==> src/capture_cond_pkg.sv <==
// Purpose: Shared constants and types for the capture input conditioning block.
// Assumes: One 20 MHz kernel clock; registers reached over a plain strobe port.
// Notes:   Register offsets are byte addresses on the plain register port.
package capture_cond_pkg;

	// ----------------------------------------------------------------
	// Register map
	// ----------------------------------------------------------------
	localparam int            ADDR_W        = 8;
	localparam int            DATA_W        = 32;
	localparam logic [7:0]    OFF_MISC_CTRL = 8'h18;
	localparam logic [7:0]    OFF_CAP_CFG   = 8'h1C;
	localparam logic [7:0]    OFF_CH_EN     = 8'h20;

	// ----------------------------------------------------------------
	// Field layout
	// ----------------------------------------------------------------
	localparam int            CFG_W         = 16;
	localparam int            CH_CFG_W      = 8;
	localparam int            IO_LSB        = 0;
	localparam int            EN_W          = 14;
	localparam int            EN_CH2_ON     = 8;
	localparam int            EN_CH2_POL    = 9;
	localparam int            EN_CH_STRIDE  = 4;
	localparam int            MISC_W        = 2;
	localparam logic [15:0]   CFG_RESET     = 16'h0000;
	localparam logic [13:0]   EN_RESET      = 14'h0000;
	localparam logic [1:0]    MISC_RESET    = 2'h0;

	// ----------------------------------------------------------------
	// Sampling rates: 0 is the kernel clock, 1 the dead-time tick,
	// and 2..6 the dead-time tick divided by 2, 4, 8, 16 and 32.
	// ----------------------------------------------------------------
	localparam int            RATE_N        = 7;
	localparam logic [2:0]    RATE_TIMER    = 3'h0;
	localparam logic [2:0]    RATE_DTS      = 3'h1;
	localparam logic [2:0]    RATE_DTS_2    = 3'h2;
	localparam logic [2:0]    RATE_DTS_4    = 3'h3;
	localparam logic [2:0]    RATE_DTS_8    = 3'h4;
	localparam logic [2:0]    RATE_DTS_16   = 3'h5;
	localparam logic [2:0]    RATE_DTS_32   = 3'h6;
	localparam int            SLOW_W        = 5;
	localparam int            DTS_CNT_W     = 3;

	typedef enum logic [1:0] {
		IO_OUTPUT = 2'h0,
		IO_OWN    = 2'h1,
		IO_CROSS  = 2'h2,
		IO_TRIG   = 2'h3
	} io_sel_t;

	// Per-channel slice of the capture configuration, in register order.
	typedef struct packed {
		logic [3:0] filter_code;
		logic [1:0] edge_divider;
		io_sel_t    io_select;
	} ch_cfg_t;

	function automatic logic [2:0] filt_rate(input logic [3:0] code);
		unique case (code)
			4'h0:                   filt_rate = RATE_DTS;
			4'h1, 4'h2, 4'h3:       filt_rate = RATE_TIMER;
			4'h4, 4'h5:             filt_rate = RATE_DTS_2;
			4'h6, 4'h7:             filt_rate = RATE_DTS_4;
			4'h8, 4'h9:             filt_rate = RATE_DTS_8;
			4'hA, 4'hB, 4'hC:       filt_rate = RATE_DTS_16;
			default:                filt_rate = RATE_DTS_32;
		endcase
	endfunction : filt_rate

	function automatic logic [3:0] filt_len(input logic [3:0] code);
		unique case (code)
			4'h0:                   filt_len = 4'h1;
			4'h1:                   filt_len = 4'h2;
			4'h2:                   filt_len = 4'h4;
			4'hA, 4'hD:             filt_len = 4'h5;
			4'h4, 4'h6, 4'h8, 4'hB,
			4'hE:                   filt_len = 4'h6;
			default:                filt_len = 4'h8;
		endcase
	endfunction : filt_len

endpackage : capture_cond_pkg

==> src/input_sample_filter.sv <==
// Purpose: Event-counting digital filter for one capture input.
// Assumes: Input is synchronous to clk; sample_en is a strobe, held high every cycle at the kernel-clock rate.
// Notes:   Output moves only after run_len consecutive samples at the new level.
`timescale 1ns/100ps
module input_sample_filter
	import capture_cond_pkg::*;
(
	input  wire logic       clk,
	input  wire logic       rst_n,
	input  wire logic       sample_en,
	input  wire logic [3:0] run_len,
	input  wire logic       raw_in,
	output logic            filt_out
);

	logic [3:0] run_q;
	logic [3:0] run_d;
	logic       filt_d;
	logic       differs;
	logic       run_done;
	logic [3:0] run_inc;

	// ----------------------------------------------------------------
	// Event counter
	// ----------------------------------------------------------------
	assign differs  = raw_in != filt_out;
	assign run_inc  = run_q + 4'h1;
	assign run_done = differs && (run_inc >= run_len);

	// A sample back at the settled level breaks the run, so glitches
	// shorter than run_len samples never reach the output.
	assign run_d  = !sample_en ? run_q :
	                (!differs || run_done) ? 4'h0 : run_inc;
	assign filt_d = (sample_en && run_done) ? raw_in : filt_out;

	always_ff @(posedge clk or negedge rst_n) begin
		if (!rst_n) begin
			run_q    <= 4'h0;
			filt_out <= 1'b0;
		end else begin
			run_q    <= run_d;
			filt_out <= filt_d;
		end
	end

endmodule : input_sample_filter

==> src/timer_input_capture_conditioning.sv <==
// Purpose: Input conditioning for timer capture channels 2 and 3.
// Assumes: Inputs synchronous to clk (20 MHz); plain strobe register port.
// Notes:   Capture latching, flags and output compare live elsewhere.
//
// Overview of operation
// - Channel 2 input passes event-counter filter.
// - Code 0 unfiltered at dts; 1-3 timer clock.
// - Codes 4-9: dts/2,/4,/8 with N 6/8.
// - Codes 10-15: dts/16,/32 with N 5/6/8.
// - Prescaler captures every 1, 2, 4, 8 edges.
// - Clearing channel enable resets prescaler counter.
// - Channel 3 fields at 15:12, 11:10, same decode.
// - Mode fields at 1:0 and 9:8.
// - Mode: output, own, neighbour, or internal trigger.
// - Mode field writable only while channel disabled.
// - Enable register at 0x20, resets to zero.
// - Enable register: four bits per channel; channel 3 has only bits 13:12.
// - Bit 11 holds channel 2 complementary polarity.
// - Polarity 1 inverts input, falling edge active.
//
// The address-and-strobe port was chosen for this implementation.
`timescale 1ns/100ps
module timer_input_capture_conditioning
	import capture_cond_pkg::*;
(
	input  wire logic                clk,
	input  wire logic                arst_n,
	input  wire logic [ADDR_W-1:0]   reg_addr,
	input  wire logic [DATA_W-1:0]   reg_wdata,
	input  wire logic                reg_wr,
	input  wire logic                reg_rd,
	output logic [DATA_W-1:0]        reg_rdata,
	input  wire logic                ch2_raw_input,
	input  wire logic                ch3_raw_input,
	input  wire logic                internal_trigger_input,
	output logic [1:0]               selected_input,
	output logic [1:0]               capture_event,
	output logic [1:0]               channel_is_output,
	output logic [EN_W-1:0]          channel_enable_polarity
);

	// ----------------------------------------------------------------
	// Reset release
	// ----------------------------------------------------------------
	logic rst_meta_q;
	logic rst_n;

	always_ff @(posedge clk or negedge arst_n) begin
		if (!arst_n) begin
			rst_meta_q <= 1'b0;
			rst_n      <= 1'b0;
		end else begin
			rst_meta_q <= 1'b1;
			rst_n      <= rst_meta_q;
		end
	end

	// ----------------------------------------------------------------
	// Register decode
	// ----------------------------------------------------------------
	logic [CFG_W-1:0]   cap_cfg_q;
	logic [CFG_W-1:0]   cap_cfg_d;
	logic [CFG_W-1:0]   cfg_wmask;
	logic [MISC_W-1:0]  misc_q;
	logic [MISC_W-1:0]  misc_d;
	logic [EN_W-1:0]    en_d;
	logic               hit_cfg;
	logic               hit_en;
	logic               hit_misc;
	logic               wr_cfg;
	logic               wr_en;
	logic               wr_misc;
	logic [DATA_W-1:0]  rd_mux;
	logic [DATA_W-1:0]  rdata_d;
	logic [1:0]         ch_on;
	logic [1:0]         ch_pol;

	assign hit_cfg  = reg_addr == OFF_CAP_CFG;
	assign hit_en   = reg_addr == OFF_CH_EN;
	assign hit_misc = reg_addr == OFF_MISC_CTRL;
	assign wr_cfg   = reg_wr && hit_cfg;
	assign wr_en    = reg_wr && hit_en;
	assign wr_misc  = reg_wr && hit_misc;

	// A running channel keeps its mode; the rest of its slice still
	// takes the write, so filters can be retuned on the fly.
	assign cfg_wmask = {
		8'hFF & {{6{1'b1}}, {2{~ch_on[1]}}},
		8'hFF & {{6{1'b1}}, {2{~ch_on[0]}}}
	};

	assign cap_cfg_d = wr_cfg ?
		((reg_wdata[CFG_W-1:0] & cfg_wmask) | (cap_cfg_q & ~cfg_wmask)) :
		cap_cfg_q;
	// Bits above the implemented width are dropped; they read as zero.
	assign en_d      = wr_en ? reg_wdata[EN_W-1:0] : channel_enable_polarity;
	assign misc_d    = wr_misc ? reg_wdata[MISC_W-1:0] : misc_q;

	assign rd_mux  = hit_cfg  ? {{(DATA_W-CFG_W){1'b0}}, cap_cfg_q} :
	                 hit_en   ? {{(DATA_W-EN_W){1'b0}}, channel_enable_polarity} :
	                 hit_misc ? {{(DATA_W-MISC_W){1'b0}}, misc_q} :
	                 {DATA_W{1'b0}};
	assign rdata_d = reg_rd ? rd_mux : {DATA_W{1'b0}};

	always_ff @(posedge clk or negedge rst_n) begin
		if (!rst_n) begin
			cap_cfg_q               <= CFG_RESET;
			channel_enable_polarity <= EN_RESET;
			misc_q                  <= MISC_RESET;
			reg_rdata               <= 32'h0000_0000;
		end else begin
			cap_cfg_q               <= cap_cfg_d;
			channel_enable_polarity <= en_d;
			misc_q                  <= misc_d;
			reg_rdata               <= rdata_d;
		end
	end

	// ----------------------------------------------------------------
	// Dead-time tick and sampling strobes
	// ----------------------------------------------------------------
	logic [DTS_CNT_W-1:0] dts_cnt_q;
	logic [DTS_CNT_W-1:0] dts_cnt_d;
	logic [DTS_CNT_W-1:0] dts_limit;
	logic                 dts_tick;
	logic [SLOW_W-1:0]    slow_q;
	logic [SLOW_W-1:0]    slow_d;
	logic [RATE_N-1:0]    rate_tick;

	assign dts_limit = DTS_CNT_W'((4'h1 << misc_q) - 4'h1);
	assign dts_tick  = dts_cnt_q == dts_limit;
	assign dts_cnt_d = dts_tick ? {DTS_CNT_W{1'b0}} : dts_cnt_q + 3'h1;
	assign slow_d    = dts_tick ? slow_q + 5'h01 : slow_q;

	always_ff @(posedge clk or negedge rst_n) begin
		if (!rst_n) begin
			dts_cnt_q <= {DTS_CNT_W{1'b0}};
			slow_q    <= {SLOW_W{1'b0}};
		end else begin
			dts_cnt_q <= dts_cnt_d;
			slow_q    <= slow_d;
		end
	end

	assign rate_tick[RATE_TIMER] = 1'b1;
	assign rate_tick[RATE_DTS]   = dts_tick;

	// Each slower strobe fires on a dead-time tick seen while the low
	// bits of the shared counter are zero, so all rates stay phase-aligned.
	genvar r;
	generate
		for (r = 2; r < RATE_N; r++) begin : g_rate
			localparam logic [SLOW_W-1:0] MASK = SLOW_W'((1 << (r - 1)) - 1);
			assign rate_tick[r] = dts_tick && ((slow_q & MASK) == '0);
		end
	endgenerate

	// ----------------------------------------------------------------
	// Per-channel filter, selection, polarity and edge prescaler
	// ----------------------------------------------------------------
	logic [1:0] raw_in;
	logic [1:0] filt;

	assign raw_in = {ch3_raw_input, ch2_raw_input};

	genvar c;
	generate
		for (c = 0; c < 2; c++) begin : g_ch
			ch_cfg_t    cfg;
			logic [2:0] rate;
			logic [3:0] run_len;
			logic       pick;
			logic       sig_d;
			logic       sig_q;
			logic       act_edge;
			logic       is_input;
			logic [2:0] psc_q;
			logic [2:0] psc_d;
			logic [2:0] psc_top;
			logic       psc_hit;
			logic       evt_d;

			assign cfg     = ch_cfg_t'(cap_cfg_q[c*CH_CFG_W +: CH_CFG_W]);
			assign ch_on[c]  = channel_enable_polarity[EN_CH2_ON + c*EN_CH_STRIDE];
			assign ch_pol[c] = channel_enable_polarity[EN_CH2_POL + c*EN_CH_STRIDE];
			assign rate    = filt_rate(cfg.filter_code);
			assign run_len = filt_len(cfg.filter_code);

			input_sample_filter u_filter (
				.clk       (clk),
				.rst_n     (rst_n),
				.sample_en (rate_tick[rate]),
				.run_len   (run_len),
				.raw_in    (raw_in[c]),
				.filt_out  (filt[c])
			);

			assign is_input = cfg.io_select != IO_OUTPUT;
			assign pick = (cfg.io_select == IO_CROSS) ? filt[1-c] :
			              (cfg.io_select == IO_TRIG) ? internal_trigger_input :
			              filt[c];

			// Inverting first makes a falling input a rising edge here.
			assign sig_d    = pick ^ ch_pol[c];
			assign act_edge = sig_d && !sig_q;

			assign psc_top = 3'((4'h1 << cfg.edge_divider) - 4'h1);
			assign psc_hit = is_input && act_edge && (psc_q == psc_top);
			assign psc_d   = !ch_on[c] ? 3'h0 :
			                 psc_hit ? 3'h0 :
			                 (is_input && act_edge) ? psc_q + 3'h1 : psc_q;
			assign evt_d   = ch_on[c] && psc_hit;

			always_ff @(posedge clk or negedge rst_n) begin
				if (!rst_n) begin
					sig_q                <= 1'b0;
					psc_q                <= 3'h0;
					capture_event[c]     <= 1'b0;
					channel_is_output[c] <= 1'b1;
				end else begin
					sig_q                <= sig_d;
					psc_q                <= psc_d;
					capture_event[c]     <= evt_d;
					channel_is_output[c] <= !is_input;
				end
			end

			assign selected_input[c] = sig_q;
		end
	endgenerate

endmodule : timer_input_capture_conditioning
==> config.mk <==
export PLATFORM = sky130hd
export DESIGN_NAME = timer_input_capture_conditioning
export DESIGN_NICKNAME = d
export VERILOG_FILES = /design/src/capture_cond_pkg.sv /design/src/input_sample_filter.sv /design/src/timer_input_capture_conditioning.sv
export SDC_FILE = /design/constraint.sdc
export NUM_CORES = 1
export LEC_CHECK = 0
export BUFFER_PORTS_ARGS = -buffer_cell sky130_fd_sc_hd__buf_4
export CAP_MARGIN = 30
export CORE_MARGIN = 2
export CORE_UTILIZATION = 55
export DETAILED_ROUTE_END_ITERATION = 8
export MAX_ROUTING_LAYER = met4
export PLACE_DENSITY = 0.81
export SYNTH_ARGS = -nofsm -noshare
export SYNTH_HDL_FRONTEND = slang
export SYNTH_SLANG_ARGS = --single-unit
==> constraint.sdc <==
create_clock -name clk -period 3.13 [get_ports clk]
set_clock_uncertainty 0.1 [all_clocks]
set_input_delay 0.313 -clock clk [delete_from_list [all_inputs] [get_ports clk]]
set_output_delay 0.313 -clock clk [all_outputs]
set_load 0.005 [all_outputs]
== Word-level counts from Yosys, hierarchy flattened ==
Memory sizes are Yosys's and may differ from the RTL's.
Index checks and enable logic that the tools add are counted.
Word-level totals
  output and inout bits: 52
  input port bits: 47
  flip-flop bits (word level): 80
  logic and storage cells: 118
  bits in read-only memories: 224
  memories kept: 4
Operators by class
  $add $sub $neg: 9
  muxes and demuxes: 21
  order comparisons: 4
  bitwise operators: 8
  eq/ne operators: 14
  reduce and logical (&&, ||, !) cells: 35
  shift operators: 3
Memories
  (name not given): words 16, width 4, read ports 1, clocked after memory_dff 0, wr ports 0, RTL line capture_cond_pkg.sv:72  | unique case (code)
  (name not given): words 16, width 4, read ports 1, clocked after memory_dff 0, wr ports 0, RTL line capture_cond_pkg.sv:72
  (name not given): words 16, width 3, read ports 1, clocked after memory_dff 0, wr ports 0, RTL line capture_cond_pkg.sv:60  | unique case (code)
  (name not given): words 16, width 3, read ports 1, clocked after memory_dff 0, wr ports 0, RTL line capture_cond_pkg.sv:60
Operator list (count)
  bitwise AND 16 bit: 2
  2-to-1 mux 16 bit: 2
  zero test 5 bit: 5
  2-to-1 mux 3 bit: 7
  logical AND 1 bit: 20
  equality test 8 x 5 -> 1 bit (second input constant): 2
  inverter 16 bit: 1
  bitwise OR 16 bit: 1
  2-to-1 mux 14 bit: 1
  adder 3 x 1 -> 3 bit (second input constant): 3
  equality test 3 bit: 3
  << shifter 1 x 2 -> 3 bit (first input constant): 3
  subtractor 3 x 1 -> 3 bit (second input constant): 3
  adder 4 x 1 -> 4 bit (second input constant): 2
  equality test 2 bit (second input constant): 4
  equality test 8 x 6 -> 1 bit (second input constant): 1
  >= comparator 4 bit: 2
  < comparator 3 x 4 -> 1 bit (second input constant): 2
  2-to-1 mux 4 bit: 2
  binary-select mux 1 bit (select 3 bit): 2
  zero test 1 bit: 6
  2-to-1 mux 1 bit: 6
  != test 3 x 1 -> 1 bit (second input constant): 2
  adder 5 x 1 -> 5 bit (second input constant): 1
  other kinds (6): 11

== Depth between registers and ports, before layout ==
Gate-level depths: netlist (run 1).
  word-level depth: 9
  gate-level depth with buffers: 12
  mapped depth without buffers: 12

== By module ==
From an unflattened synthesis (run 1), not the netlist that was laid out.
Unflattened totals
  cell total of the unflattened synthesis: 414
  area, all modules: 4529.3 um^2
By module, submodules not included
  timer_input_capture_conditioning: cells each 334, instances 1, area each 3731.1 um^2
  input_sample_filter: cells each 40, instances 2, area each 399.1 um^2

== Worst setup path after synthesis (run 1) ==
Ideal clock, no wire load.
  path type: register -> register
  from: reg cap_cfg_q[4]
  to: reg g_ch[0].u_filter.run_q[3]
  arrival time: 2.443 ns
  buffers on the path: 0
  library setup time: 0.083 ns
  stages on the path, launching flop included: 11
  period minus slack after synthesis: 2.625 ns
  slack: 0.505 ns
  cell sequence: dfrtp_1 > inv_1 > ha_1 > mux2_2 > a22o_1 > ha_1 > nand2b_1 > a211o_1 > a211o_1 > nand2b_1 > o21ai_0
Between the ends
  longest elaborated chain between the ends: 5
RTL lines
  from (decl): RTL line timer_input_capture_conditioning.sv:61  | logic [CFG_W-1:0] cap_cfg_q;
  from (signal assigned): RTL line timer_input_capture_conditioning.sv:112  | cap_cfg_q <= cap_cfg_d;
  memory (16 x 4 bit)
  >= comparator 4 bit: RTL line input_sample_filter.sv:28  | assign run_done = differs && (run_inc >= run_len);
  logical AND 1 bit: RTL line input_sample_filter.sv:28
  logical OR 1 bit: RTL line input_sample_filter.sv:33  | (!differs || run_done) ? 4'h0 : run_inc;
  2-to-1 mux 4 bit: RTL line input_sample_filter.sv:33
  to (signal assigned): RTL line input_sample_filter.sv:41  | run_q <= run_d;
  to (decl): RTL line input_sample_filter.sv:16  | logic [3:0] run_q;
Parallel ways exist; a longest one is shown, timed or not. The select of a mux whose other input is x is not followed.
A chain may end at the register's enable or synchronous reset.

== Final worst setup path (run 1) ==
  from: reg cap_cfg_q[4]
  to: reg g_ch[0].u_filter.run_q[2]
The elaborated chain is that of the path after synthesis.

==> flow_summary.yaml, run 1 <==
detailed_routing:
  via_per_inst: 5.67
  first_pass_iters: 5
  drc: 0
  drtAntennaViolNets: 0
  drtIter0Drc: 193
  num_vias: 3312
  wl_per_cell_um: 16.1
  wirelength_mm: 9.40
die:
  die_y_um: 94.1
  core_mm2: 0.00781
  start_util_pct: 57.2
  die_w_um: 94.1
  ios: 99
  dieArea_mm2: 0.00885
  rows: 32
clocking:
  clockBufferDepth: 2
  numCtsBuffers: 9
  root_buffer: "clkbuf_8"
  cts.clk_slew.worst_paths_ns: 0.08
  cts_resized: 0
  cts.sinks: 80
  post-cts-setup-buffers: 0
  h-tree-depth: 3
  tritoncts: "done"
  clk_latency_ns: 0.35
timing:
  tns_ns: 0
  period_share_pct: 92.2
  fmax_ghz: 0.347
  setup-violations-final: 0
  slew_headroom_pct: 51.0
  period_minus_slack_ns: 2.88
  hold_viol_final: 0
  rsz0062_at_grt: "no"
  worstMarginPinSlew_ns: 0.734
  drv_slew: 0
final_layout:
  area_delta_synth_final_pct: 16.5
  antenna_cells: 0
  utilization_pct: 66.6
  multi_input_comb_area_mm2: 0.00226
  fillers: 592
  seq_area_mm2: 0.00201
  layout.cells.non_filler: 584
  stdcell_area_mm2: 0.00520
  final_net_count: 551
  drive_gt1_share_pct: 28.6
pwr:
  vdd_drop_max_v: 0.000334
  fin_total_pwr_mw: 2.76
  power_density_mw_per_mm2: 531
  p_leak_nw: 2.50
synthesis:
  yosysTopAreaCell: "dfrtp_1"
  seq_area_frac_synth_pct: 44.9
  synthTopCellsByCount: "dfrtp_1 (78), mux2_2 (36), ha_1 (27)"
  synthMuxAreaShare_pct: 10.2
  synthAdderAreaFrac_pct: 7.57
  synth_top_area_share_pct: 43.7
  synth_top_family_by_area: "simple AND/OR/NAND/NOR gates"
  synthesis.instances: 410
  yosysUniqueCellTypes: 56
  synth.avg_cell_area_um2: 10.9
  yosysMostFrequentCell: "dfrtp_1"
  synth_area_leaders: "dfrtp_1 (44%), mux2_2 (9.1%), ha_1 (7.6%)"
  dominantRegCellSynth: "dfrtp_1"
  syn_area_mm2: 0.00446
  yosys_warnings: 0
  synth_compound_area_share_pct: 13.5
  synth_xor_xnor_area_share_pct: 2.75
  async_flop_share_pct: 100
  ys_seq_elements: 80
  synth-edff-count: 0
  synthSimpleGateAreaFrac_pct: 15.3
placed_design:
  dp_hpwl_mm: 6.77
  dpl_cell_area_mm2: 0.00499
  gp_congestion: 0.794
  portBuffers: 66
  dp_cells: 566
critical_path:
  cp.required_ns: 3.28
  critical_path_class: "reg -> reg"
  setup.worst_path.end_class: "flop"
  start_kind: "flop"
  arrival_ns: 3.04
  reg2reg_setup_slack_ns: 0.25
  worstPathMaxFanout: 8
global_routing:
  grt_max_degree: 79
  grt_pass1_wl_mm: 15.1
  antenna_found_initial: 0
  grt_pass1_vias: 3264
  track_usage_pct: 22.4
  grt_overflow: 0
outcome:
  status: "complete, no violations"
worst_hold_path:
  hold_class: "reg -> async"
run:
  cap_violations: 0
-- worst paths after layout --
| check | from | endpoint | cells after the start |
|---|---|---|---|
| setup reg to reg | cap_cfg_q[4] | g_ch[0].u_filter.run_q[2] | 10 |
| max in group asynchronous | rst_n | reg_rdata[4] | 1 |
| min in group clk | reg_wdata[10] | cap_cfg_q[10] | 2 |
| hold reg to reg | rst_n | g_ch[1].u_filter.filt_out | 0 |
| setup / recovery | cap_cfg_q[4] | g_ch[0].u_filter.run_q[2] | 10 |
| hold / removal | rst_n | g_ch[1].u_filter.filt_out | 0 |
-- what timing repair did --
| action | in CTS | in global routing |
|---|---|---|
| endpoints found under the setup margin | 0 | 0 |
| hold endpoints to repair | 2 | 0 |
| hold buffers | 1 | 0 |
-- layout by cell type, fill, tap and decap left out, types with 3 or more instances in the layout --
cell type  count
nand3_1       15
a22oi_1       14
ha_1          27
a21oi_1       16
nand4b_1       4
mux2_2        36
o21ai_0       15
a211oi_1       3
or2_4          3
o31ai_1        4
clkinv_4       3
xnor2_1        9
nor2b_1       14
o21a_1         3
nor3_1         3
a31oi_1        4
nor3b_1        3
clkbuf_8       9
conb_1        17
nor4bb_1       4
nand2b_1       9
mux2i_1        5
xor2_1         5
nand3b_1       4
inv_1         16
a21boi_0       4
nor2_1        18
dfrtp_1       77
nand2_1       21
buf_4         70
-- cell type report --
type | instances | area share, %
tap | 102 | 2.45
clock inverter | 7 | 1.03
timing repair buffer | 72 | 10.8
inverter | 16 | 1.15
sequential | 80 | 38.6
multi-input combinational | 298 | 43.5
clock buffer | 9 | 2.38
-- state kept, by name, summed over array words and instances (netlist names), named ones only --
name and count:
dts_cnt_q 3, g_ch.u_filter.filt_out 2, channel_is_output 2, cap_cfg_q 12, capture_event 2, g_ch.u_filter.run_q 8
slow_q 5, rst_meta_q 1, misc_q 2, reg_rdata 16, channel_enable_polarity 14, g_ch.psc_q 6
g_ch.sig_q 2, rst_n 1
-- layer usage --
metal	wire length [µm]	up-vias	track usage, %
li1	-	1580	-
met1	3940	1619	28.1
met2	4840	97	36.0
met3	463	16	3.85
met4	159	0	9.42
met5	0	-	-
-- power breakdown --
part | internal, mW | switching (mW) | total (mW) | leakage (nW)
Sequential | 1.15 | 0.158 | 1.31 | 1.07
Combinational | 0.387 | 0.377 | 0.763 | 1.34
Clock | 0.295 | 0.394 | 0.688 | 0.0939
Total | 1.83 | 0.929 | 2.76 | 2.50
-- logic make-up (layout without fill, tap and decap cells) --
family / Yosys count / in the layout
simple gates: 116 / 116
compound gates: 83 / 83
flops: 80 / 80
buf+inv: 47 / 104
mux: 41 / 41
fa+ha+maj: 27 / 27
xor+xnor: 14 / 14
other cells: 2 / 17
-- critical path, cell delays in order, from the launching register on --
cell	delay, ns
dfrtp_1	0.48
inv_1	0.14
ha_1	0.24
mux2_2	0.26
a22o_1	0.18
ha_1	0.26
nand2b_1	0.14
a211o_1	0.32
a2111oi_0	0.47
o31ai_1	0.14
o41ai_2	0.06
-- stage by stage --
stage | hold WS (ns) | setup WS, ns
after floorplan | -0.0826 | 0.505
after global placement | -0.00475 | 0.369
after detailed placement | -0.00387 | 0.283
after CTS | 0.0829 | 0.263
after global routing | 0.0321 | 0.0841
final | 0.0247 | 0.246
Power figures use the tool's default switching activity.
==> run 2, diff against run 1 <==
- CORE_UTILIZATION: 55 -> 49
- PLACE_DENSITY: 0.81 -> 0.76
- clock period: 3.13 -> 2.4 ns (I/O delays scaled with it)
==> flow_summary.yaml, run 2 (synthesis results as in run 1) <==
clocking:
  cts.sinks: 80
  root_buffer: "clkbuf_8"
  clockBufferDepth: 2
  h-tree-depth: 3
  tritoncts: "done"
  numCtsBuffers: 9
  cts.clk_slew.worst_paths_ns: 0.09
  clk_latency_ns: 0.36
final_layout:
  largest_reg_flops: 16
  drive_gt1_share_pct: 38.7
  layout_commonest_cell: "buf_4"
  fillers: 654
  area_delta_synth_final_pct: 25.2
  final_cell_mix: "buf_4 (97), dfrtp_1 (73), mux2_2 (35)"
  final_net_count: 581
  reg_top3: "reg_rdata (16), channel_enable_polarity (14), cap_cfg_q (12)"
  seq_area_mm2: 0.00201
  layout.cells.non_filler: 620
  multi_input_comb_area_mm2: 0.00240
  antenna_cells: 0
  largest-register: "reg_rdata"
global_routing:
  track_usage_pct: 21.1
  antenna_found_initial: 0
  grt_overflow: 0
  grt_pass1_wl_mm: 16.2
  grt_max_degree: 45
  grt_pass1_vias: 3423
placed_design:
  dp_cells: 593
  gp_congestion: 0.818
  portBuffers: 66
  dp_hpwl_mm: 7.03
critical_path:
  start_kind: "flop"
  critical_path_class: "reg -> reg"
  setup.worst_path.end_class: "flop"
  reg2reg_to: "g_ch[0].u_filter.run_q[3]"
  worstPathMaxFanout: 4
  arrival_ns: 2.75
  cp.required_ns: 2.59
  reg2reg_setup_slack_ns: -0.16
  path_cells: "inv_2 > ha_2 > mux2_4 > a22o_1 > ha_1 > nand2b_4 > a211o_1 > a211o_1 > nand2b_4 > o21ai_1"
  cpMaxStageDelayCell: "dfrtp_2"
  worstReg2RegStart: "cap_cfg_q[4]"
  rr_worst_depth: 10
  max_stage_delay_ns: 0.40
detailed_routing:
  drtIter0Drc: 139
  via_per_inst: 5.56
  wirelength_mm: 9.78
  num_vias: 3448
  drtAntennaViolNets: 0
  first_pass_iters: 5
  drc: 0
  wl_per_cell_um: 15.8
pwr:
  fin_total_pwr_mw: 3.87
  vdd_drop_max_v: 0.000456
  power_density_mw_per_mm2: 693
  p_leak_nw: 2.67
die:
  rows: 34
  dieArea_mm2: 0.00989
  die_y_um: 99.4
  die_w_um: 99.4
  start_util_pct: 50.9
  core_mm2: 0.00876
  ios: 99
timing:
  period_share_pct: 107
  slew_headroom_pct: 52.5
  hold_slack_ns: 0.0213
  drv_slew: 0
  period_minus_slack_ns: 2.56
  rsz0062_at_grt: "yes"
  fmax_ghz: 0.391
  hold_viol_final: 0
  setup_slack_ns: -0.159
  worstMarginPinSlew_ns: 0.711
  setup-violations-final: 10
outcome:
  status: "finished, violations left"
  violations: "setup timing"
worst_hold_path:
  holdPathEnd: "cap_cfg_q[3]"
  min_from: "reg_wdata[3]"
  hold-path-cell-count: 2
  hold_class: "in -> reg"
run:
  cap_violations: 0
run 2: power by group:
part	switching (mW)	total, mW	internal (mW)
clock network	0.529	0.946	0.416
logic	0.566	1.21	0.641
registers	0.216	1.72	1.50
run 2: metal layers:
layer  GRT usage, %  vias to the layer above  routed length, µm  share of wire [%]
met1           26.4                     1701               4310                 44
met3           4.43                       11                505                5.2
li1               -                     1636                  -                  -
met4           6.53                        0                122                1.2
met2           34.7                      100               4840                 49
met5              -                        -                  0                  0
run 2: how the worst max path moves through the flow:
| stage | start | end | slack [ns] | depth (start not counted) |
|---|---|---|---|---|
| after floorplan | cap_cfg_q[4] | g_ch[0].u_filter.run_q[3] | -0.11 | 10 |
| after global placement | cap_cfg_q[4] | g_ch[0].u_filter.run_q[3] | -0.16 | 9 |
| after detailed placement | cap_cfg_q[4] | g_ch[0].u_filter.run_q[3] | -0.25 | 10 |
| after CTS | cap_cfg_q[4] | g_ch[0].u_filter.run_q[0] | -0.17 | 9 |
| after global routing | cap_cfg_q[12] | g_ch[1].u_filter.run_q[2] | -0.27 | 11 |
| final | cap_cfg_q[4] | g_ch[0].u_filter.run_q[3] | -0.16 | 10 |
run 2: cell type report:
class / count / share of cell area, %
Clock buffer: 10 / 2.46
Timing Repair Buffer: 102 / 14.0
Multi-Input combinational cell: 298 / 43.0
Tap cell: 108 / 2.42
Clock inverter: 6 / 0.918
Inverter: 16 / 1.12
Sequential cell: 80 / 36.0
run 2: per-stage QoR:
stage / area, µm² / setup WS [ns] / util (%) / TNS, ns
after floorplan: 4550 / -0.115 / - / -0.441
after global placement: 5180 / -0.161 / 59.1 / -0.831
after detailed placement: 5180 / -0.246 / 59.1 / -1.39
after CTS: 5460 / -0.173 / 62.4 / -1.24
after global routing: 5590 / -0.267 / 63.7 / -2.14
final: 5590 / -0.159 / 63.7 / -1.19
run 2: critical path: cells and delay by family, from the launching register on:
kind	cells	cell delay, ns
AO/OA/AOI/OAI	4	0.94
AND/OR/NAND/NOR	2	0.29
buffers and inverters	1	0.05
adder cells (fa/ha/maj)	2	0.45
multiplexers	1	0.27
flip-flops	1	0.40
run 2: repair_timing:
| action | 4_1_cts | 5_1_grt |
|---|---|---|
| pin swaps | 2 | 8 |
| hold buffers | 1 | 1 |
| gates resized for setup | 9 | 19 |
| buffers inserted | 6 | 3 |
| setup endpoints to repair | 10 | 10 |
| endpoints found under the hold margin | 2 | 1 |
==> run 3, diff against run 2 <==
- CORE_UTILIZATION: 49 -> 59
- GPL_TIMING_DRIVEN: not set -> 0
- PLACE_DENSITY: 0.76 -> 0.86
- clock period: 2.4 -> 3.1 ns (I/O delays scaled with it)
==> flow_summary.yaml, run 3 (synthesis results as in run 1) <==
critical_path:
  path_depth: 10
  cpMaxStageDelayCell: "dfrtp_1"
  setup.worst_path.end_class: "flop"
  path_cells: "inv_1 > ha_1 > mux2_2 > a22o_1 > ha_1 > nand2b_1 > a211o_1 > a211o_1 > nand2b_1 > o21ai_0"
  worstPathMaxFanout: 8
  critical_path_class: "reg -> reg"
  max_stage_delay_ns: 0.52
  arrival_ns: 3.12
  cp_num_buf_inv: 1
  start_kind: "flop"
  path_delay_family: "compound AO/OA/AOI/OAI gates"
  rr_worst_depth: 10
  cp.required_ns: 3.28
timing:
  drv_slew: 0
  setup-violations-final: 0
  period_minus_slack_ns: 2.95
  worstMarginPinSlew_ns: 0.550
  period_share_pct: 95.1
  slew_headroom_pct: 63.4
  fmax_ghz: 0.339
  rsz0062_at_grt: "no"
  hold_viol_final: 0
global_routing:
  grt_overflow: 0
  grt_max_degree: 64
  grt_pass1_vias: 3546
  grt_pass1_wl_mm: 16.6
  track_usage_pct: 25.9
  antenna_found_initial: 0
pwr:
  vdd_drop_max_v: 0.000450
  fin_total_pwr_mw: 3.10
  power_density_mw_per_mm2: 571
  p_leak_nw: 2.64
detailed_routing:
  drc: 0
  drtIter0Drc: 205
  wl_per_cell_um: 16.5
  drtAntennaViolNets: 0
  first_pass_iters: 4
  wirelength_mm: 10.0
  via_per_inst: 5.76
  num_vias: 3502
final_layout:
  area_delta_synth_final_pct: 21.5
  drive_gt1_share_pct: 30.6
  layout.cells.non_filler: 608
  final_cell_mix: "buf_4 (84), dfrtp_1 (77), mux2_2 (36)"
  layout_commonest_cell: "buf_4"
  antenna_cells: 0
  reg_top3: "reg_rdata (16), channel_enable_polarity (14), cap_cfg_q (12)"
  largest_reg_flops: 16
  largest-register: "reg_rdata"
  fillers: 500
  final_net_count: 578
outcome:
  status: "complete, no violations"
run:
  cap_violations: 0
worst_hold_path:
  hold-path-cell-count: 2
  hold_class: "in -> reg"
clocking:
  clockBufferDepth: 2
  cts.clk_slew.worst_paths_ns: 0.08
  clk_latency_ns: 0.36
  tritoncts: "done"
  cts.sinks: 80
  post-cts-setup-buffers: 0
  root_buffer: "clkbuf_8"
  numCtsBuffers: 9
  h-tree-depth: 3
die:
  rows: 31
  core_mm2: 0.00729
  die_w_um: 91.0
  die_y_um: 91.0
  ios: 99
  start_util_pct: 61.2
  dieArea_mm2: 0.00828
placed_design:
  gp_congestion: 0.825
  dp_hpwl_mm: 7.28
  portBuffers: 66
  dp_cells: 591
-- run 3: metrics by stage --
step | hold slack [ns] | instance area, µm² | TNS, ns | worst slack, ns | util [%]
final | 0.0812 | 5420 | 0 | 0.153 | 74.4
after global routing | 0.0850 | 5420 | 0 | 0.0102 | 74.4
after CTS | 0.0719 | 5420 | 0 | 0.179 | 74.4
after detailed placement | -0.00676 | 5170 | 0 | 0.203 | 70.9
after global placement | -0.00825 | 5140 | -14.57 | -0.198 | 70.5
after floorplan | -0.0856 | 4520 | 0 | 0.475 | -
-- run 3: path summary, 6_finish.rpt --
kind                                     from                         to  slack [ns]
worst min-delay path            reg_wdata[14]              cap_cfg_q[14]        0.08
worst max register to register   cap_cfg_q[4]  g_ch[0].u_filter.run_q[3]        0.15
worst min register to register          rst_n  g_ch[1].u_filter.filt_out        0.10
max in group asynchronous               rst_n       channel_is_output[0]        2.18
min in group asynchronous               rst_n  g_ch[1].u_filter.filt_out        0.10
worst max-delay path             cap_cfg_q[4]  g_ch[0].u_filter.run_q[3]        0.15
-- run 3: power breakdown --
| part | total, mW | switching (mW) | internal, mW |
|---|---|---|---|
| clock network | 0.933 | 0.391 | 0.542 |
| registers | 1.31 | 0.152 | 1.16 |
| logic | 0.851 | 0.419 | 0.432 |
-- run 3: worst reg2reg max path, cell delays in order, from the launching register on --
cell	delay (ns)
dfrtp_1	0.52
inv_1	0.16
ha_1	0.24
mux2_2	0.27
a22o_1	0.19
ha_1	0.26
nand2b_1	0.14
a211o_1	0.33
a211o_1	0.37
nand2b_1	0.17
o21ai_0	0.13
-- run 3: final cells by class --
cell class	instances	area [µm²]	share of cell area [%]
Buffer	31	190	3.51
Inverter	16	60.1	1.11
Timing Repair Buffer	68	533	9.83
Sequential cell	80	2010	37.0
Clock buffer	10	128	2.35
Tap cell	99	124	2.28
Multi-Input combinational cell	298	2270	41.8
Clock inverter	6	115	2.12
-- run 3: layer usage --
layer	wire (µm)	track usage, %	up-vias
li1	-	-	1630
met1	4030	30.0	1726
met2	5130	43.9	120
met3	574	3.82	26
met4	276	12.9	0
met5	0	-	-
-- run 3: timing repair --
action	in CTS	in global routing
gates resized for setup	0	1
setup endpoints to repair	0	1
hold endpoints to repair	2	0
hold buffers	1	0
